==> config.mk <==
export PLATFORM = sky130hd
export DESIGN_NAME = tap_attr_pipe
export DESIGN_NICKNAME = d
export VERILOG_FILES = /design/src/tap_pkg.sv /design/src/tap_attr_pipe.sv
export VERILOG_INCLUDE_DIRS = /design/src
export SDC_FILE = /design/constraint.sdc
export NUM_CORES = 1
export LEC_CHECK = 0
export ABC_CLOCK_PERIOD_IN_PS = 2900
export BUFFER_PORTS_ARGS = -buffer_cell sky130_fd_sc_hd__buf_2
export CAP_MARGIN = 20
export CELL_PAD_IN_SITES_DETAIL_PLACEMENT = 0
export CELL_PAD_IN_SITES_GLOBAL_PLACEMENT = 1
export CORE_ASPECT_RATIO = 1.4
export CORE_UTILIZATION = 35
export DETAILED_ROUTE_END_ITERATION = 10
export GPL_TIMING_DRIVEN = 0
export PLACE_DENSITY_LB_ADDON = 0.1
export SKIP_CTS_REPAIR_TIMING = 1
export SLEW_MARGIN = 20
export SYNTH_ARGS = -nofsm -noshare
export SYNTH_HDL_FRONTEND = slang
export SYNTH_SLANG_ARGS = --single-unit
==> constraint.sdc <==
create_clock -name clk_i -period 2.9 [get_ports clk_i]
set_input_delay 0.29 -clock clk_i [delete_from_list [all_inputs] [get_ports clk_i]]
set_output_delay 0.29 -clock clk_i [all_outputs]
set_load 0.02 [all_outputs]
==> src/tap_regs.svh <==
`ifndef TAP_REGS_SVH
`define TAP_REGS_SVH
// Register offsets on the plain register port
`define TAP_OFF_CTRL    8'h00
`define TAP_OFF_GLOBAL_BYPASS_ATTRS_NS 8'h04
`define TAP_OFF_GLOBAL_BYPASS_ATTRS_S  8'h08
`define TAP_OFF_STATUS  8'h0c
`define TAP_OFF_ABORTS  8'h10
// Control register bit positions
`define TAP_CTRL_EN_NS  0
`define TAP_CTRL_EN_S   1
`define TAP_CTRL_HTTU   2
`define TAP_CTRL_XNX    3
`define TAP_CTRL_RW_W   3
`define TAP_CTRL_RST    3'h0
`define TAP_GLOBAL_BYPASS_ATTRS_W      21
`define TAP_GLOBAL_BYPASS_ATTRS_RST    21'h0
`define TAP_STATUS_W    19
// Cacheability and shareability codes
`define TAP_CACHE_NC    2'h0
`define TAP_CACHE_WT    2'h1
`define TAP_CACHE_WB    2'h2
`define TAP_SH_NSH      2'h0
`define TAP_SH_OSH      2'h2
`define TAP_SH_ISH      2'h3
`define TAP_DEV_NONE    2'h3
// Override select: bit 1 set means take bit 0
`define TAP_CFG_SET     1
// Defaults for attributes the client leaves out
`define TAP_DEF_MEM     15'h0af3
`define TAP_DEF_INST    1'b0
`define TAP_DEF_PRIVILEGE_ATTR    1'b0
`define TAP_DEF_NS      1'b0
`define TAP_ATTR_INDEX_TABLE_EW     8
`endif

==> src/tap_pkg.sv <==
`default_nettype none
package tap_pkg;
  typedef enum logic [1:0] {TAP_EL1, TAP_EL2, TAP_EL2_E2H, TAP_EL3} tap_regime_t;
  typedef struct packed {
    logic       dev;
    logic [1:0] dtype;
    logic [1:0] ic;
    logic [1:0] oc;
    logic [1:0] ra;   // [1] outer, [0] inner
    logic [1:0] wa;
    logic [1:0] tr;
    logic [1:0] sh;
  } tap_mem_t;
  typedef struct packed {
    tap_mem_t m;
    logic     rw;     // 1 = write
    logic     inst;
    logic     privilege_attr;
    logic     ns;
  } tap_attrs_t;
  typedef struct packed {
    logic mt, sh, al, inst, privilege_attr, ns;
  } tap_sup_t;
  typedef struct packed {
    logic       mt_en;
    logic       mt_dev;
    logic [1:0] mt_dt;
    logic [1:0] mt_ic;
    logic [1:0] mt_oc;
    logic       sh_en;
    logic [1:0] sh;
    logic       al_en;
    logic       ra, wa, tr;
    logic [1:0] privilege_attr_cfg;
    logic [1:0] inst_cfg;
    logic [1:0] ns_cfg;
  } tap_ovr_t;
  typedef struct packed {
    tap_attrs_t a;
    tap_sup_t   sup;
    logic       secure;   // stream_security_id says secure
    logic       spec;
  } tap_txn_t;
  typedef struct packed {
    logic     s1_en, s2_en, s2_sec_en, fwb;
    logic     s2_nsipa_walk_cfg, s2_nsipa_output_cfg, s2_sipa_walk_cfg, s2_sipa_output_cfg;
    tap_ovr_t ovr;
  } tap_ste_t;
  typedef struct packed {
    logic        fault;
    tap_regime_t regime;
    logic [63:0] attr_index_table;
    logic [2:0]  attr_index_field;
    logic [1:0]  sh;
    logic [1:0]  ap;      // access_perm_field [2:1]
    logic        pxn, uxn, af, dbm;
    logic        ns, tbl_ns, ttb;
    logic [1:0]  walk_nonsecure_cfg;
  } tap_s1_t;
  typedef struct packed {
    logic       fault;
    logic [3:0] s2_memory_attr_field;
    logic [1:0] sh;
    logic [1:0] s2ap;     // [1] write, [0] read
    logic [1:0] xn;
    logic       af, dbm;
  } tap_s2_t;
endpackage : tap_pkg
`default_nettype wire

==> src/tap_attr_pipe.sv <==
// The address map and strobed register access were chosen for this implementation.
`default_nettype none
`include "tap_regs.svh"
module tap_attr_pipe
  import tap_pkg::*;
#(
  parameter int CNT_W  = 16,
  parameter bit S2_XNX = 1'b1
) (
  input  wire logic        clk_i,        // 50 MHz clock
  input  wire logic        nrst_i,       // Async reset, active low
  input  wire logic [7:0]  addr_i,       // Register address
  input  wire logic [31:0] wdata_i,      // Register write data
  input  wire logic        we_i,         // Write strobe
  input  wire logic        re_i,         // Read strobe
  output logic      [31:0] rdata_o,      // Read data, cycle after strobe
  input  wire logic        in_vld_i,     // Transaction valid
  input  wire tap_txn_t    txn_i,        // Client attributes
  input  wire tap_ste_t    ste_i,        // Stream configuration
  input  wire tap_s1_t     s1_i,         // Stage 1 walk result
  input  wire tap_s2_t     s2_i,         // Stage 2 walk result
  output logic             out_vld_o,    // Output valid
  output tap_attrs_t       out_o,        // Final attributes
  output logic             abort_o,      // Transaction aborted
  output logic             event_o,      // Fault event to record
  output logic             fault_s2_o,   // Fault came from stage 2
  output logic             upd_af_o,     // Set access flag
  output logic             upd_dirty_o,  // Mark page dirty
  output logic             s2_walk_ns_o  // Stage 2 walk space
);

  logic [`TAP_CTRL_RW_W-1:0] ctrl_q;
  tap_ovr_t                  global_bypass_attrs_ns_q, global_bypass_attrs_s_q;
  tap_attrs_t                stat_q;
  logic [CNT_W-1:0]          aborts_q;
  logic [31:0]               rdata_q;

  tap_attrs_t out_q, ia, i_d;
  tap_ovr_t   ov;
  tap_mem_t   s1m, hsv;
  logic out_vld_q, abort_q, event_q, fs2_q, uaf_q, udty_q, wns_q;
  logic byp, abort_d, event_d, fs2_d, uaf_d, udty_d, wns_d;
  logic hi, pe, ap1, dn1, dn2, xd2, sipa_ns, nsipa_ns, spec_rd, httu;

  function automatic logic [1:0] cmin(input logic [1:0] a, input logic [1:0] b);
    return (a < b) ? a : b;
  endfunction : cmin

  function automatic logic [1:0] sh_rank(input logic [1:0] s);
    return (s == `TAP_SH_OSH) ? 2'h2 : (s == `TAP_SH_ISH) ? 2'h1 : 2'h0;
  endfunction : sh_rank

  // Stronger of two memory types, level by level
  function automatic tap_mem_t combine(input tap_mem_t a, input tap_mem_t b);
    tap_mem_t r;
    r = a;
    r.ic = cmin(a.ic, b.ic);
    r.oc = cmin(a.oc, b.oc);
    r.ra = a.ra & b.ra;
    r.wa = a.wa & b.wa;
    r.tr = a.tr | b.tr;
    r.sh = (sh_rank(b.sh) > sh_rank(a.sh)) ? b.sh : a.sh;
    r.dev = a.dev | b.dev;
    r.dtype = cmin(a.dev ? a.dtype : `TAP_DEV_NONE, b.dev ? b.dtype : `TAP_DEV_NONE);
    return r;
  endfunction : combine

  function automatic tap_mem_t dev_of(input logic [1:0] dt, input logic [1:0] sh);
    tap_mem_t r;
    r = '0;
    r.dev = 1'b1;
    r.dtype = dt;
    r.sh = sh;
    return r;
  endfunction : dev_of

  // One nibble of an attr_index_table entry
  function automatic logic [4:0] attr_index_table_half(input logic [3:0] h);
    logic [1:0] c;
    c = h[2] ? `TAP_CACHE_WB : `TAP_CACHE_WT;
    if (h == 4'h4 || h == 4'h0) return {`TAP_CACHE_NC, 3'h0};
    return {c, h[1], h[0], ~h[3]};
  endfunction : attr_index_table_half

  function automatic tap_mem_t attr_index_table_lookup(input logic [63:0] t, input logic [2:0] ix,
                                           input logic [1:0] sh);
    logic [7:0] b;
    logic [4:0] o, n;
    tap_mem_t   r;
    b = t[ix*`TAP_ATTR_INDEX_TABLE_EW +: `TAP_ATTR_INDEX_TABLE_EW];
    o = attr_index_table_half(b[7:4]);
    n = attr_index_table_half(b[3:0]);
    r = '0;
    if (b[7:4] == 4'h0) return dev_of(b[3:2], sh);
    r.oc = o[4:3];
    r.ic = n[4:3];
    r.ra = {o[2], n[2]};
    r.wa = {o[1], n[1]};
    r.tr = {o[0], n[0]};
    r.sh = sh;
    return r;
  endfunction : attr_index_table_lookup

  function automatic logic [1:0] s2c(input logic [1:0] x);
    return (x == 2'h3) ? `TAP_CACHE_WB : (x == 2'h2) ? `TAP_CACHE_WT : `TAP_CACHE_NC;
  endfunction : s2c

  // Stage 2 combine, plain or forced write-back encoding
  function automatic tap_mem_t s2_comb(input tap_mem_t a, input tap_s2_t s, input logic fwb);
    tap_mem_t d, r;
    logic [3:0] ma;
    ma = s.s2_memory_attr_field;
    d = a;
    d.sh = s.sh;
    d.ra = 2'h3;
    d.wa = 2'h3;
    d.tr = 2'h0;
    d.dev = 1'b0;
    if (!fwb) begin
      d.oc = s2c(ma[3:2]);
      d.ic = s2c(ma[1:0]);
      r = combine(a, (ma[3:2] == 2'h0) ? dev_of(ma[1:0], s.sh) : d);
    end else if (!ma[2]) begin
      r = combine(a, dev_of(ma[1:0], s.sh));
    end else if (ma[1:0] == 2'h3) begin
      r = combine(a, d);
      r.dev = 1'b0;
      r.ic = `TAP_CACHE_WB;
      r.oc = `TAP_CACHE_WB;
    end else if (ma[1:0] == 2'h2) begin
      r = combine(a, d);
    end else begin
      d.ic = `TAP_CACHE_NC;
      d.oc = `TAP_CACHE_NC;
      r = combine(a, d);
    end
    return r;
  endfunction : s2_comb

  function automatic logic cfg_sel(input logic [1:0] c, input logic v);
    return c[`TAP_CFG_SET] ? c[0] : v;
  endfunction : cfg_sel

  // Override fields replace chosen attributes
  function automatic tap_attrs_t replace(input tap_ovr_t o, input tap_attrs_t a);
    tap_attrs_t r;
    r = a;
    if (o.mt_en) begin
      r.m.dev = o.mt_dev;
      r.m.dtype = o.mt_dt;
      r.m.ic = o.mt_ic;
      r.m.oc = o.mt_oc;
    end
    if (o.sh_en) r.m.sh = o.sh;
    if (o.al_en) begin
      r.m.ra = {2{o.ra}};
      r.m.wa = {2{o.wa}};
      r.m.tr = {2{o.tr}};
    end
    r.privilege_attr = cfg_sel(o.privilege_attr_cfg, a.privilege_attr);
    r.inst = cfg_sel(o.inst_cfg, a.inst);
    r.ns = cfg_sel(o.ns_cfg, a.ns);
    return r;
  endfunction : replace

  // Outer shareable for uncached, no hints on uncached levels
  function automatic tap_mem_t consistent(input tap_mem_t m);
    tap_mem_t r;
    r = m;
    if (m.dev) begin
      r.ic = `TAP_CACHE_NC;
      r.oc = `TAP_CACHE_NC;
    end
    if (r.ic == `TAP_CACHE_NC) begin
      r.ra[0] = 1'b0;
      r.wa[0] = 1'b0;
      r.tr[0] = 1'b0;
    end
    if (r.oc == `TAP_CACHE_NC) begin
      r.ra[1] = 1'b0;
      r.wa[1] = 1'b0;
      r.tr[1] = 1'b0;
    end
    r.tr = r.tr & (r.ra | r.wa);
    if (m.dev || (r.ic == `TAP_CACHE_NC && r.oc == `TAP_CACHE_NC)) r.sh = `TAP_SH_OSH;
    return r;
  endfunction : consistent

  assign httu = ctrl_q[`TAP_CTRL_HTTU];

  // Default filling for unsupplied attributes
  always_comb begin
    ia = txn_i.a;
    if (!txn_i.sup.mt) {ia.m.dev, ia.m.dtype, ia.m.ic, ia.m.oc} = 7'(`TAP_DEF_MEM >> 8);
    if (!txn_i.sup.al) {ia.m.ra, ia.m.wa, ia.m.tr} = 6'((`TAP_DEF_MEM >> 2) & 15'h3f);
    if (!txn_i.sup.sh) ia.m.sh = 2'(`TAP_DEF_MEM & 15'h3);
    if (!txn_i.sup.inst) ia.inst = `TAP_DEF_INST;
    if (!txn_i.sup.privilege_attr) ia.privilege_attr = `TAP_DEF_PRIVILEGE_ATTR;
    if (!txn_i.sup.ns) ia.ns = `TAP_DEF_NS;
  end

  always_comb begin
    byp = txn_i.secure ? !ctrl_q[`TAP_CTRL_EN_S] : !ctrl_q[`TAP_CTRL_EN_NS];
    ov = byp ? (txn_i.secure ? global_bypass_attrs_s_q : global_bypass_attrs_ns_q) : ste_i.ovr;
    i_d = replace(ov, ia);
    spec_rd = txn_i.spec && !i_d.rw;
    abort_d = 1'b0;
    event_d = 1'b0;
    fs2_d = 1'b0;
    uaf_d = 1'b0;
    udty_d = 1'b0;
    wns_d = 1'b0;
    hi = (s1_i.regime == TAP_EL2) || (s1_i.regime == TAP_EL3);
    pe = hi || i_d.privilege_attr;
    ap1 = hi || s1_i.ap[0];
    dn1 = (!pe && !ap1) || (i_d.inst && (pe ? s1_i.pxn : s1_i.uxn)) ||
          (i_d.rw && s1_i.ap[1] && !(httu && s1_i.dbm)) || (!s1_i.af && !httu);
    s1m = attr_index_table_lookup(s1_i.attr_index_table, s1_i.attr_index_field, s1_i.sh);
    if (!byp && ste_i.s1_en) begin
      if (s1_i.fault) begin
        abort_d = 1'b1;
        event_d = !spec_rd;
      end else if (dn1) begin
        abort_d = 1'b1;
        event_d = 1'b1;
      end else begin
        uaf_d = !s1_i.af;
        udty_d = i_d.rw && s1_i.ap[1];
      end
      if (!i_d.m.dev && (i_d.m.ic != `TAP_CACHE_NC || i_d.m.oc != `TAP_CACHE_NC)) begin
        s1m.ra = s1m.ra & i_d.m.ra;
        s1m.wa = s1m.wa & i_d.m.wa;
        s1m.tr = s1m.tr | i_d.m.tr;
      end
      i_d.m = s1m;
      i_d.ns = s1_i.ns || s1_i.tbl_ns || s1_i.walk_nonsecure_cfg[s1_i.ttb];
    end
    xd2 = S2_XNX ? ((s2_i.xn == 2'h2) || (i_d.privilege_attr ? s2_i.xn == 2'h1 : s2_i.xn == 2'h3))
                 : s2_i.xn[1];
    dn2 = (!i_d.rw && !s2_i.s2ap[0]) || (i_d.rw && !s2_i.s2ap[1] && !(httu && s2_i.dbm)) ||
          (i_d.inst && xd2) || (!s2_i.af && !httu);
    sipa_ns = ste_i.s2_sipa_walk_cfg || ste_i.s2_sipa_output_cfg;
    nsipa_ns = ste_i.s2_nsipa_walk_cfg || sipa_ns || ste_i.s2_nsipa_output_cfg;
    hsv = i_d.m;
    if (!byp && ste_i.s2_en && !abort_d) begin
      i_d.m = s2_comb(i_d.m, s2_i, ste_i.fwb);
      i_d.m.ra = hsv.ra;
      i_d.m.wa = hsv.wa;
      i_d.m.tr = hsv.tr;
      if (s2_i.fault || dn2) begin
        abort_d = 1'b1;
        event_d = !(s2_i.fault && spec_rd);
        fs2_d = 1'b1;
      end else begin
        uaf_d = uaf_d || !s2_i.af;
        udty_d = udty_d || (i_d.rw && !s2_i.s2ap[1]);
      end
      if (txn_i.secure && ste_i.s2_sec_en) begin
        wns_d = i_d.ns ? ste_i.s2_nsipa_walk_cfg : ste_i.s2_sipa_walk_cfg;
        i_d.ns = i_d.ns ? nsipa_ns : sipa_ns;
      end else begin
        wns_d = !txn_i.secure || i_d.ns;
      end
    end
    if (!txn_i.secure) i_d.ns = 1'b1;
    i_d.m = consistent(i_d.m);
  end

  // Output stage
  always_ff @(posedge clk_i or negedge nrst_i) begin
    if (!nrst_i) begin
      out_vld_q <= 1'b0;
      out_q <= '0;
      abort_q <= 1'b0;
      event_q <= 1'b0;
      fs2_q <= 1'b0;
      uaf_q <= 1'b0;
      udty_q <= 1'b0;
      wns_q <= 1'b0;
    end else begin
      out_vld_q <= in_vld_i;
      abort_q <= in_vld_i && abort_d;
      event_q <= in_vld_i && event_d;
      fs2_q <= in_vld_i && fs2_d;
      uaf_q <= in_vld_i && uaf_d;
      udty_q <= in_vld_i && udty_d;
      if (in_vld_i) begin
        out_q <= i_d;
        wns_q <= wns_d;
      end
    end
  end

  // Register writes
  always_ff @(posedge clk_i or negedge nrst_i) begin
    if (!nrst_i) begin
      ctrl_q <= `TAP_CTRL_RST;
      global_bypass_attrs_ns_q <= `TAP_GLOBAL_BYPASS_ATTRS_RST;
      global_bypass_attrs_s_q <= `TAP_GLOBAL_BYPASS_ATTRS_RST;
    end else if (we_i) begin
      case (addr_i)
        `TAP_OFF_CTRL:    ctrl_q <= wdata_i[`TAP_CTRL_RW_W-1:0];
        `TAP_OFF_GLOBAL_BYPASS_ATTRS_NS: global_bypass_attrs_ns_q <= wdata_i[`TAP_GLOBAL_BYPASS_ATTRS_W-1:0];
        `TAP_OFF_GLOBAL_BYPASS_ATTRS_S:  global_bypass_attrs_s_q <= wdata_i[`TAP_GLOBAL_BYPASS_ATTRS_W-1:0];
        default: ;
      endcase
    end
  end

  // Last output and abort count
  always_ff @(posedge clk_i or negedge nrst_i) begin
    if (!nrst_i) begin
      stat_q <= '0;
      aborts_q <= '0;
    end else begin
      if (out_vld_q) stat_q <= out_q;
      if (abort_q) aborts_q <= aborts_q + CNT_W'(1);
    end
  end

  always_ff @(posedge clk_i or negedge nrst_i) begin
    if (!nrst_i) begin
      rdata_q <= '0;
    end else if (re_i) begin
      case (addr_i)
        `TAP_OFF_CTRL:    rdata_q <= {28'h0, S2_XNX, ctrl_q};
        `TAP_OFF_GLOBAL_BYPASS_ATTRS_NS: rdata_q <= {11'h0, global_bypass_attrs_ns_q};
        `TAP_OFF_GLOBAL_BYPASS_ATTRS_S:  rdata_q <= {11'h0, global_bypass_attrs_s_q};
        `TAP_OFF_STATUS:  rdata_q <= {13'h0, stat_q};
        `TAP_OFF_ABORTS:  rdata_q <= 32'(aborts_q);
        default:          rdata_q <= 32'h0;
      endcase
    end else begin
      rdata_q <= 32'h0;
    end
  end

  assign rdata_o = rdata_q;
  assign out_vld_o = out_vld_q;
  assign out_o = out_q;
  assign abort_o = abort_q;
  assign event_o = event_q;
  assign fault_s2_o = fs2_q;
  assign upd_af_o = uaf_q;
  assign upd_dirty_o = udty_q;
  assign s2_walk_ns_o = wns_q;
endmodule : tap_attr_pipe
`default_nettype wire

Word-level counts from Yosys, hierarchy flattened
Cells that the tools add are included.
W data, S select, Z words.

storage, ports and cells
  bits in registers = 138
  bits in latches = 0
  RAM bits = 0
  memory bits (read-only) = 0
  bits of input ports = 197
  output and inout bits = 58
  logic and storage cells = 281
  memories kept = 0

cells by class
  add/subtract/negate cells = 1
  multipliers = 0
  divide/modulo/power cells = 0
  $lt $le $gt $ge = 10
  eq/ne operators = 21
  shift-type cells = 1
  multiplexer cells = 98
  bitwise logic cells = 11
  reductions and logical operators = 77

operators by type and width
  kind                     number
  $mux W15                 8
  $pmux W21 S5             1
  $shiftx A64 B7 Y8        1
  $mux W1                  54
  $mux W2                  21
  $mux W21                 2
  $mux W32                 1
  $eq A2 B2 Y1 const B     13
  $logic_and A1 B1 Y1      25
  $logic_or A1 B1 Y1       23
  $mux W5                  4
  $logic_not A1 Y1         18
  $mux W6                  3
  $add A16 B1 Y16 const B  1
  $eq A8 B4 Y1 const B     2
  $mux W7                  2
  $mux W12                 1
  $and A2 B2 Y2            5
  $eq A4 B3 Y1 const B     2
  $eq A8 B3 Y1 const B     1
  $eq A8 B5 Y1 const B     1
  $logic_not A4 Y1         2
  $logic_not A8 Y1         1
  $lt A2 B2 Y1             4
  12 further kinds         23

Longest topological paths before layout
Gate-level depths: netlist (run 1).

  word-level depth = 24
  mapped depth = 16
  gate-level depth less buffers = 14

Worst setup path before layout (run 1)
Ideal clock, no wire load.

  path type = input to register
  from = input port s1_i[14] (netlist name)
  to = register out_q (netlist bit out_o[4])
  setup time = 122 ps
  arrival time = 3000 ps
  required time = 2778 ps
  slack = -221 ps
  stages on the path = 13
  path buffers = 1
  cells stage by stage = buf_2 > mux4_2 > mux2i_1 > nand4_1 > nor2_1 > o21ai_0 > ha_1 > nor3_1 > a31oi_1 > a22oi_1 > a41oi_2 > nand4b_4 > a32o_1

on the way
  longest elaborated chain between the ends = 19
  elaborated cells on any way between the ends = 44
  classes of those cells = 6 x order compare; 4 x eq/ne; 1 x shift; 24 x mux; 1 x bitwise; 8 x reduce/logical

RTL lines
  item                                        RTL line              text
  start: declaration                          tap_attr_pipe.sv:20   input wire tap_s1_t s1_i,
  $shiftx A64 B7 Y8 (*)                       tap_attr_pipe.sv:90   b = t[ix*`TAP_ATTR_INDEX_TABLE_EW +: `TAP_ATTR_INDEX_TABLE_EW];
  $eq A4 B3 Y1, or another cell as far along  tap_attr_pipe.sv:81   if (h == 4'h4 || h == 4'h0) return {`TAP_CACHE_NC, 3'h0};
  $logic_or A1 B1 Y1                          tap_attr_pipe.sv:81
  $mux W1                                     tap_attr_pipe.sv:81
  $mux W5                                     tap_attr_pipe.sv:82   return {c, h[1], h[0], ~h[3]};
  $mux W15 (*)                                tap_attr_pipe.sv:95   r.oc = o[4:3];
  $mux W15 (*)                                tap_attr_pipe.sv:219  if (!byp && ste_i.s1_en) begin
  $lt A2 B1 Y1                                tap_attr_pipe.sv:46   return (a < b) ? a : b;
  [3 not listed]                              -
  $mux W15                                    tap_attr_pipe.sv:123  end else if (!ma[2]) begin
  $mux W15                                    tap_attr_pipe.sv:119  if (!fwb) begin
  $mux W15 (*)                                tap_attr_pipe.sv:245  if (!byp && ste_i.s2_en && !abort_d) begin
  $mux W4                                     tap_attr_pipe.sv:170  if (m.dev) begin
  $logic_not A2 Y1 (no source line)           -
  $logic_and A1 B1 Y1 (no source line)        -
  $logic_or A1 B1 Y1                          tap_attr_pipe.sv:185  if (m.dev || (r.ic == `TAP_CACHE_NC && r.oc == `TAP_CACHE_NC)) r.sh = `TAP_SH_OSH;
  $mux W2 (*)                                 tap_attr_pipe.sv:185
  end signal: assignment                      tap_attr_pipe.sv:288  out_q <= i_d;
  end: declaration                            tap_attr_pipe.sv:38   tap_attrs_t out_q, ia, i_d;

Every way passes the cells marked *; elsewhere a longest branch is shown, timed or not.
A chain may end at the register's enable or synchronous reset.

Worst setup path in the final report (run 1)
  from = register ctrl_q[0]
  to = register out_q (netlist bit out_o[4])

on the way
  longest elaborated chain between the ends = 21
  elaborated cells on any way between the ends = 52
  classes of those cells = 6 x order compare; 2 x eq/ne; 26 x mux; 1 x bitwise; 17 x reduce/logical

RTL lines
  item                                                                   RTL line              text
  start: declaration                                                     tap_attr_pipe.sv:32   logic [`TAP_CTRL_RW_W-1:0] ctrl_q;
  start signal: assignment                                               tap_attr_pipe.sv:297  ctrl_q <= `TAP_CTRL_RST;
  start signal: assignment                                               tap_attr_pipe.sv:302  `TAP_OFF_CTRL: ctrl_q <= wdata_i[`TAP_CTRL_RW_W-1:0];
  $logic_not A1 Y1 (*)                                                   tap_attr_pipe.sv:203  byp = txn_i.secure ? !ctrl_q[`TAP_CTRL_EN_S] : !ctrl_q[`TAP_CTRL_EN_NS];
  $mux W1 (*)                                                            tap_attr_pipe.sv:203
  parallel branches: the longest is 13 deep, another holds $gt A2 B2 Y1  -
  $mux W15 (*)                                                           tap_attr_pipe.sv:245
  $mux W4                                                                tap_attr_pipe.sv:170
  $logic_not A2 Y1 (no source line)                                      -
  $logic_and A1 B1 Y1 (no source line)                                   -
  $logic_or A1 B1 Y1                                                     tap_attr_pipe.sv:185
  $mux W2 (*)                                                            tap_attr_pipe.sv:185

Mark *: on every way between the ends.

==> results of run 1 <==
-- worst paths after layout --
check / startpoint / end / cells past startpoint
hold / removal: s2_i[1] / upd_af_o / 2
hold reg to reg: aborts_q[15] / aborts_q[15] / 1
setup / recovery: ctrl_q[0] / out_o[4] / 10
max in group asynchronous: nrst_i / out_o[14] / 3
min in group asynchronous: nrst_i / rdata_o[2] / 2
setup reg to reg: ctrl_q[0] / out_o[4] / 10
-- per-layer routing --
layer | wire length, um | share of wire
met5 | 0 | 0
met4 | 680 | 0.027
met3 | 804 | 0.032
met2 | 13300 | 0.52
met1 | 10500 | 0.42
-- metrics by stage --
stage | std cells | power [uW] | util
after floorplan | 720 | 2450 | -
after CTS | 1239 | 5230 | 0.461
after global placement | 1206 | 2820 | 0.429
final | 1264 | 5290 | 0.484
after detailed placement | 1207 | 2840 | 0.430
after global routing | 1264 | 5510 | 0.484
-- where the power goes --
part | internal, uW | switching [uW]
combinational | 442 | 480
clock | 1540 | 851
sequential | 1880 | 101
total | 3860 | 1430
-- cell families (layout without fill, tap and decap cells) --
family / after synthesis / count (layout)
AO/OA/AOI/OAI: 156 / 156
XOR/XNOR: 16 / 16
adder cells (fa/ha/maj): 11 / 11
buffers and inverters: 63 / 347
flip-flops: 127 / 127
multiplexers: 149 / 149
other: 1 / 11
AND/OR/NAND/NOR: 187 / 187
-- final cells by class --
cell class | instances | share of cell area
inverter | 17 | 0.00621
timing repair buffer | 252 | 0.134
tap | 260 | 0.0317
buffer | 46 | 0.0268
multi-input combinational | 530 | 0.427
clock buffer | 17 | 0.0414
clock inverter | 15 | 0.0227
sequential | 127 | 0.310
-- cell usage in the layout, fill, tap and decap left out, types with 13 or more instances in the layout --
cell type,instances
dfrtp_1,126
mux2i_1,38
mux2_2,92
a21oi_1,34
buf_2,229
nor2_1,43
buf_4,37
nand3_1,13
clkbuf_1,19
inv_1,16
nand2_1,63
clkbuf_16,17
-- flip-flops by register name (all words and copies together), names as in the netlist --
signal and count:
out_vld_o 1, s2_walk_ns_o 1, global_bypass_attrs_ns_q 21, stat_q 19, event_o 1, fault_s2_o 1, aborts_q 16, upd_dirty_o 1
abort_o 1, rdata_o 21, global_bypass_attrs_s_q 21, upd_af_o 1, out_o 19, ctrl_q 3
-- worst max-delay path, stage by stage (launching register included) --
cell	delay, ns
dfrtp_2	0.45
mux2_4	0.31
a311o_1	0.39
nor3_4	0.28
mux2i_4	0.12
buf_6	0.13
o31ai_4	0.43
nor3_4	0.13
o211a_4	0.30
nand4b_4	0.19
a32o_1	0.24
-- synth_stat cells, types with 3 or more instances --
cell       instances  area, um2
nand2_1           66        248
a222oi_1          12        120
and3_1             6       37.5
a32o_1             3       30.0
buf_4             13       97.6
a31oi_1            5       31.3
nor3_1             9       45.0
o2bb2ai_1          5       43.8
buf_2              9       45.0
dfrtp_1          127       3180
ha_1              11        138
mux2_2            93       1050
o31ai_1            5       37.5
o21a_1             4       30.0
a211o_1            3       26.3
a22o_1             6       52.6
inv_1             17       63.8
and2_1             5       31.3
o21ai_0           17       85.1
o211ai_1           5       37.5
a22oi_1           12       90.1
mux2i_1           43        430
a211oi_1           6       45.0
clkbuf_1          22       82.6
nor2b_1           12       75.1
o22ai_1            5       31.3
a21oi_1           35        175
xnor2_1           11       96.3
nand3_1           15       75.1
or3_1              3       18.8
nand3b_1           3       22.5
mux4_2            12        270
nor3b_1            5       37.5
xor2_1             5       43.8
nand4_1            4       25.0
o21ai_1            3       15.0
a21o_1             7       52.6
nor2_1            44        165
==> results.md, run 1 <==
* Outcome: complete, but fails checks
* Violated checks: setup timing
* Clock root buffer: clkbuf_16
* Std-Cell Rows at 63
* Power per cell area at 515 nW/um2
* CP Capture Type: flop
* H-Tree Level Count at 4
* Routed via count at 6730
* Grt ovf at 0
* Met1 Usage GRT at 0.280
* Die Width at 126 um
* Final Hold Viols at 0
* Area taken by multi-input logic gates at 4390 um2
* Drt via density at 5.32
* Per-cell routed wire length at 20.0 um
* RSZ-0062 raised after global routing: true
* Total Routed Length at 25300 um
* Starting density of the core at 0.357
* Adder-Cell Fraction of Synth Area at 0.0182
* Input/output buffers at 226
* GR Layer Usage met2 at 0.416
* Max-cap violation count at 0
* Pre-CTS WS at -1.16 ns
* Post-Syn Area at 7570 um2
* Fin nets at 1199
* Post-synthesis compound-gate area fraction at 0.151
* All-Layer GR Usage at 0.233
* Placed Instance Area at 9130 um2
* Gpl congestion at 0.850
* Worst endpoint required time at 3.19 ns
* Endpoints failing setup at 10
* Vias in the first global route at 6915
* Post-synth EDFFs at 0
* Most used routing layer: met2
* Max Buffers Root-to-Sink at 2
* Num Clock Sinks at 127
* Crit path kind: reg -> reg
* I/O pin count at 255
* Worst rel slew slack at 0.331
* VDD IR max at 0.381 mV
* F_max at 0.323 GHz
* Crit-path max FO at 6
* M3 GR Usage at 0.0285
* Worst EP arrival at 3.39 ns
* Final ANT Viol Nets at 0
* CTS tree: yes
* Fillers at 2036
* Post-DP HPWL at 20000 um
* Synth Area in Simple Gates at 0.121
* Hold slack final at 0.0706 ns
* Tmin final at 3.09 ns
* Synth Instances at 710
* Diode count at 0
* Die Area at 22200 um2
* Yosys warnings at 0
* Wire length of the first global-routing pass at 38700 um
* Mux contribution to synthesized area at 0.233
* Final Instance Area at 10300 um2
* Seq/Total Area, Yosys at 0.420
* Reg area at 3180 um2
* Core area at 21200 um2
* Crit start category: flop
* Layout cell share with drive strength beyond 1 at 0.458
* Reg2Reg Setup Slack at -0.19 ns
* XOR/XNOR Fraction of Synth Area at 0.0185
* P_leak at 0.00493 uW
* Setup_tns at -1.26 ns
* FFs w/ async S/R, synth at 1.00
* Initial antenna violation count at 0
* Final Cycle Share at 1.07
* Worst setup margin at -0.194 ns
* Largest net degree at the start of global routing at 97
* Latest clock arrival within the worst-skew pair at 0.42 ns
* FF+latch count, synth at 127
* Die Ht at 176 um
* Synth unique cells at 73
* Max Slew Vio Count at 0
* First-pass DRT Iterations at 6
* Hold WC Path Type: in -> reg
* Least-Margin Pin Slew at 0.996 ns
* Cts bufs inserted at 17
* Synthesized area per cell at 10.7 um2
* Reg clk slew, reported paths at 0.06 ns
* DRC at 0
* Largest family of logic cells by synthesized area: multiplexers
* Area growth syn-to-layout at 35.6%
* Top_reg_cell synth: dfrtp_1
* Clock skew at 0.0108 ns
* First DRT Iteration DRCs at 386
No activity file was read; power rests on OpenSTA's default activity.
==> inputs of run 2 (changes only) <==
==> constraint.sdc (replaced) <==
create_clock -name clk_i -period 2.9 [get_ports clk_i]
set_input_delay 0.145 -clock clk_i [delete_from_list [all_inputs] [get_ports clk_i]]
set_output_delay 0.145 -clock clk_i [all_outputs]
set_load 0.02 [all_outputs]
==> results.md, run 2 (synthesis results as in run 1) <==
* Post-DP HPWL at 19800 um (was 20000 um)
* Fillers at 2027 (was 2036)
* Most frequent cells in the layout: 232 x buf_2, 126 x dfrtp_1, 90 x mux2_2 (was 229 x buf_2, 126 x dfrtp_1, 92 x mux2_2)
* Worst endpoint required time at 3.20 ns (was 3.19 ns)
* Min-delay src: wdata_i[16] (was s2_i[1])
* Core area at 21200 um2 (unchanged)
* Cts bufs inserted at 17 (unchanged)
* CTS tree: yes (unchanged)
* Crit path launch: ctrl_q[0] (unchanged)
* Latest clock arrival within the worst-skew pair at 0.42 ns (about the same)
* Hold slack final at -0.00891 ns (was 0.0706 ns)
* Hold Path Stages at 2 (unchanged)
* DRC at 0 (unchanged)
* Inst Count DP at 1207 (unchanged)
* Reg clk slew, reported paths at 0.06 ns (about the same)
* Non-Filler Instances at 1285 (was 1264)
* Grt ovf at 0 (unchanged)
* Least-Margin Pin Slew at 1.02 ns (was 0.996 ns)
* Reg-to-Reg Start: ctrl_q[0] (unchanged)
* First-pass DRT Iterations at 5 (was 6)
* Commonest non-fill, non-tap cell in the layout: buf_2 (unchanged)
* Largest net degree at the start of global routing at 90 (was 97)
* P_leak at 0.00500 uW (was 0.00493 uW)
* Worst rel slew slack at 0.318 (was 0.331)
* Max Buffers Root-to-Sink at 2 (unchanged)
* Diode count at 0 (unchanged)
* Outcome: complete, but fails checks (unchanged)
* Clock skew at 0.0105 ns (was 0.0108 ns)
* I/O pin count at 255 (unchanged)
* Crit start category: flop (unchanged)
* Final ANT Viol Nets at 0 (unchanged)
* Die Width at 126 um (unchanged)
* Drt via density at 5.32 (about the same)
* Power per cell area at 486 nW/um2 (was 515 nW/um2)
* Wire length of the first global-routing pass at 38500 um (was 38700 um)
* Per-cell routed wire length at 19.9 um (was 20.0 um)
* Die Area at 22200 um2 (unchanged)
* F_max at 0.320 GHz (was 0.323 GHz)
* Final Hold Viols at 3 (was 0)
* Vias in the first global route at 6805 (was 6915)
* Layout cell share with drive strength beyond 1 at 0.462 (was 0.458)
* Input/output buffers at 226 (unchanged)
* Crit-path max FO at 5 (was 6)
* Starting density of the core at 0.357 (unchanged)
* Area growth syn-to-layout at 39.0% (was 35.6%)
* Die Ht at 176 um (unchanged)
* Max Slew Vio Count at 0 (unchanged)
* Gpl congestion at 0.844 (was 0.850)
* Clock root buffer: clkbuf_16 (unchanged)
* Total Routed Length at 25600 um (was 25300 um)
* Initial antenna violation count at 0 (unchanged)
* All-Layer GR Usage at 0.230 (was 0.233)
* Violated checks: hold timing, setup timing (was setup timing)
* Std-Cell Rows at 63 (unchanged)
* RSZ-0062 raised after global routing: true (unchanged)
* H-Tree Level Count at 4 (unchanged)
* Endpoints failing setup at 12 (was 10)
* Worst setup margin at -0.225 ns (was -0.194 ns)
* First DRT Iteration DRCs at 361 (was 386)
* Worst EP arrival at 3.42 ns (was 3.39 ns)
* Fin nets at 1221 (was 1199)
* Routed via count at 6834 (was 6730)
* VDD IR max at 0.369 mV (was 0.381 mV)
* Max-cap violation count at 0 (unchanged)
* Final Cycle Share at 1.08 (was 1.07)
* Hold WC Path Type: in -> reg (unchanged)
* Crit path kind: reg -> reg (unchanged)
* CP Capture Type: flop (unchanged)
* Tmin final at 3.13 ns (was 3.09 ns)
* Num Clock Sinks at 127 (unchanged)
* Reg2reg path depth at 11 (was 10)
-- run 2: power by group --
group | leakage [uW] | switching [uW] | internal [uW]
Clock | 0.000284 | 813 | 1370
Combinational | 0.00303 | 491 | 469
Sequential | 0.00169 | 98.9 | 1880
Total | 0.00500 | 1400 | 3720
-- run 2: worst paths after layout --
kind / slack, ns / end
hold reg to reg: 0.48 / s2_walk_ns_o
hold / removal: -0.009 / global_bypass_attrs_s_q[16]
setup reg to reg: -0.23 / out_o[4]
max in group asynchronous: 1.94 / stat_q[17]
setup / recovery: -0.23 / out_o[4]
min in group asynchronous: 0.21 / rdata_o[3]
-- run 2: metal layers --
| layer | GRT usage | part of all wire |
|---|---|---|
| met4 | 0.0612 | 0.018 |
| met5 | 0 | 0 |
| met2 | 0.422 | 0.53 |
| met1 | 0.280 | 0.41 |
| met3 | 0.0333 | 0.042 |
-- run 2: through the flow --
stage | util | setup WS, ns | setup TNS, ns | total power, uW | cell area [um2]
after floorplan | - | 0.0101 | 0 | 2450 | 7630
after global placement | 0.428 | -1.16 | -22.65 | 2820 | 9080
after detailed placement | 0.430 | -1.17 | -8.20 | 2830 | 9120
after CTS | 0.459 | -1.19 | -8.37 | 5010 | 9720
after global routing | 0.496 | -0.310 | -2.67 | 5340 | 10500
final | 0.496 | -0.225 | -1.05 | 5120 | 10500
-- run 2: layout make-up --
type	count	area, um2	area share
multi-input cells	530	4490	0.427
flip-flops and latches	127	3180	0.302
repair buffers	274	1580	0.150
clock buffers	18	439	0.0417
well taps	260	325	0.0309
plain buffers	46	280	0.0266
clock inverters	13	165	0.0157
inverters	17	63.8	0.00606
-- run 2: worst max-delay path: stages (launching register included) --
cell and delay, ns:
dfrtp_2 0.45, mux2_4 0.32, a311o_1 0.39, nor3_4 0.32, mux2i_4 0.37, o31a_1 0.22, buf_4 0.13, a22oi_1 0.09
a41oi_2 0.21, buf_6 0.16, nand4b_4 0.11, a32o_1 0.23
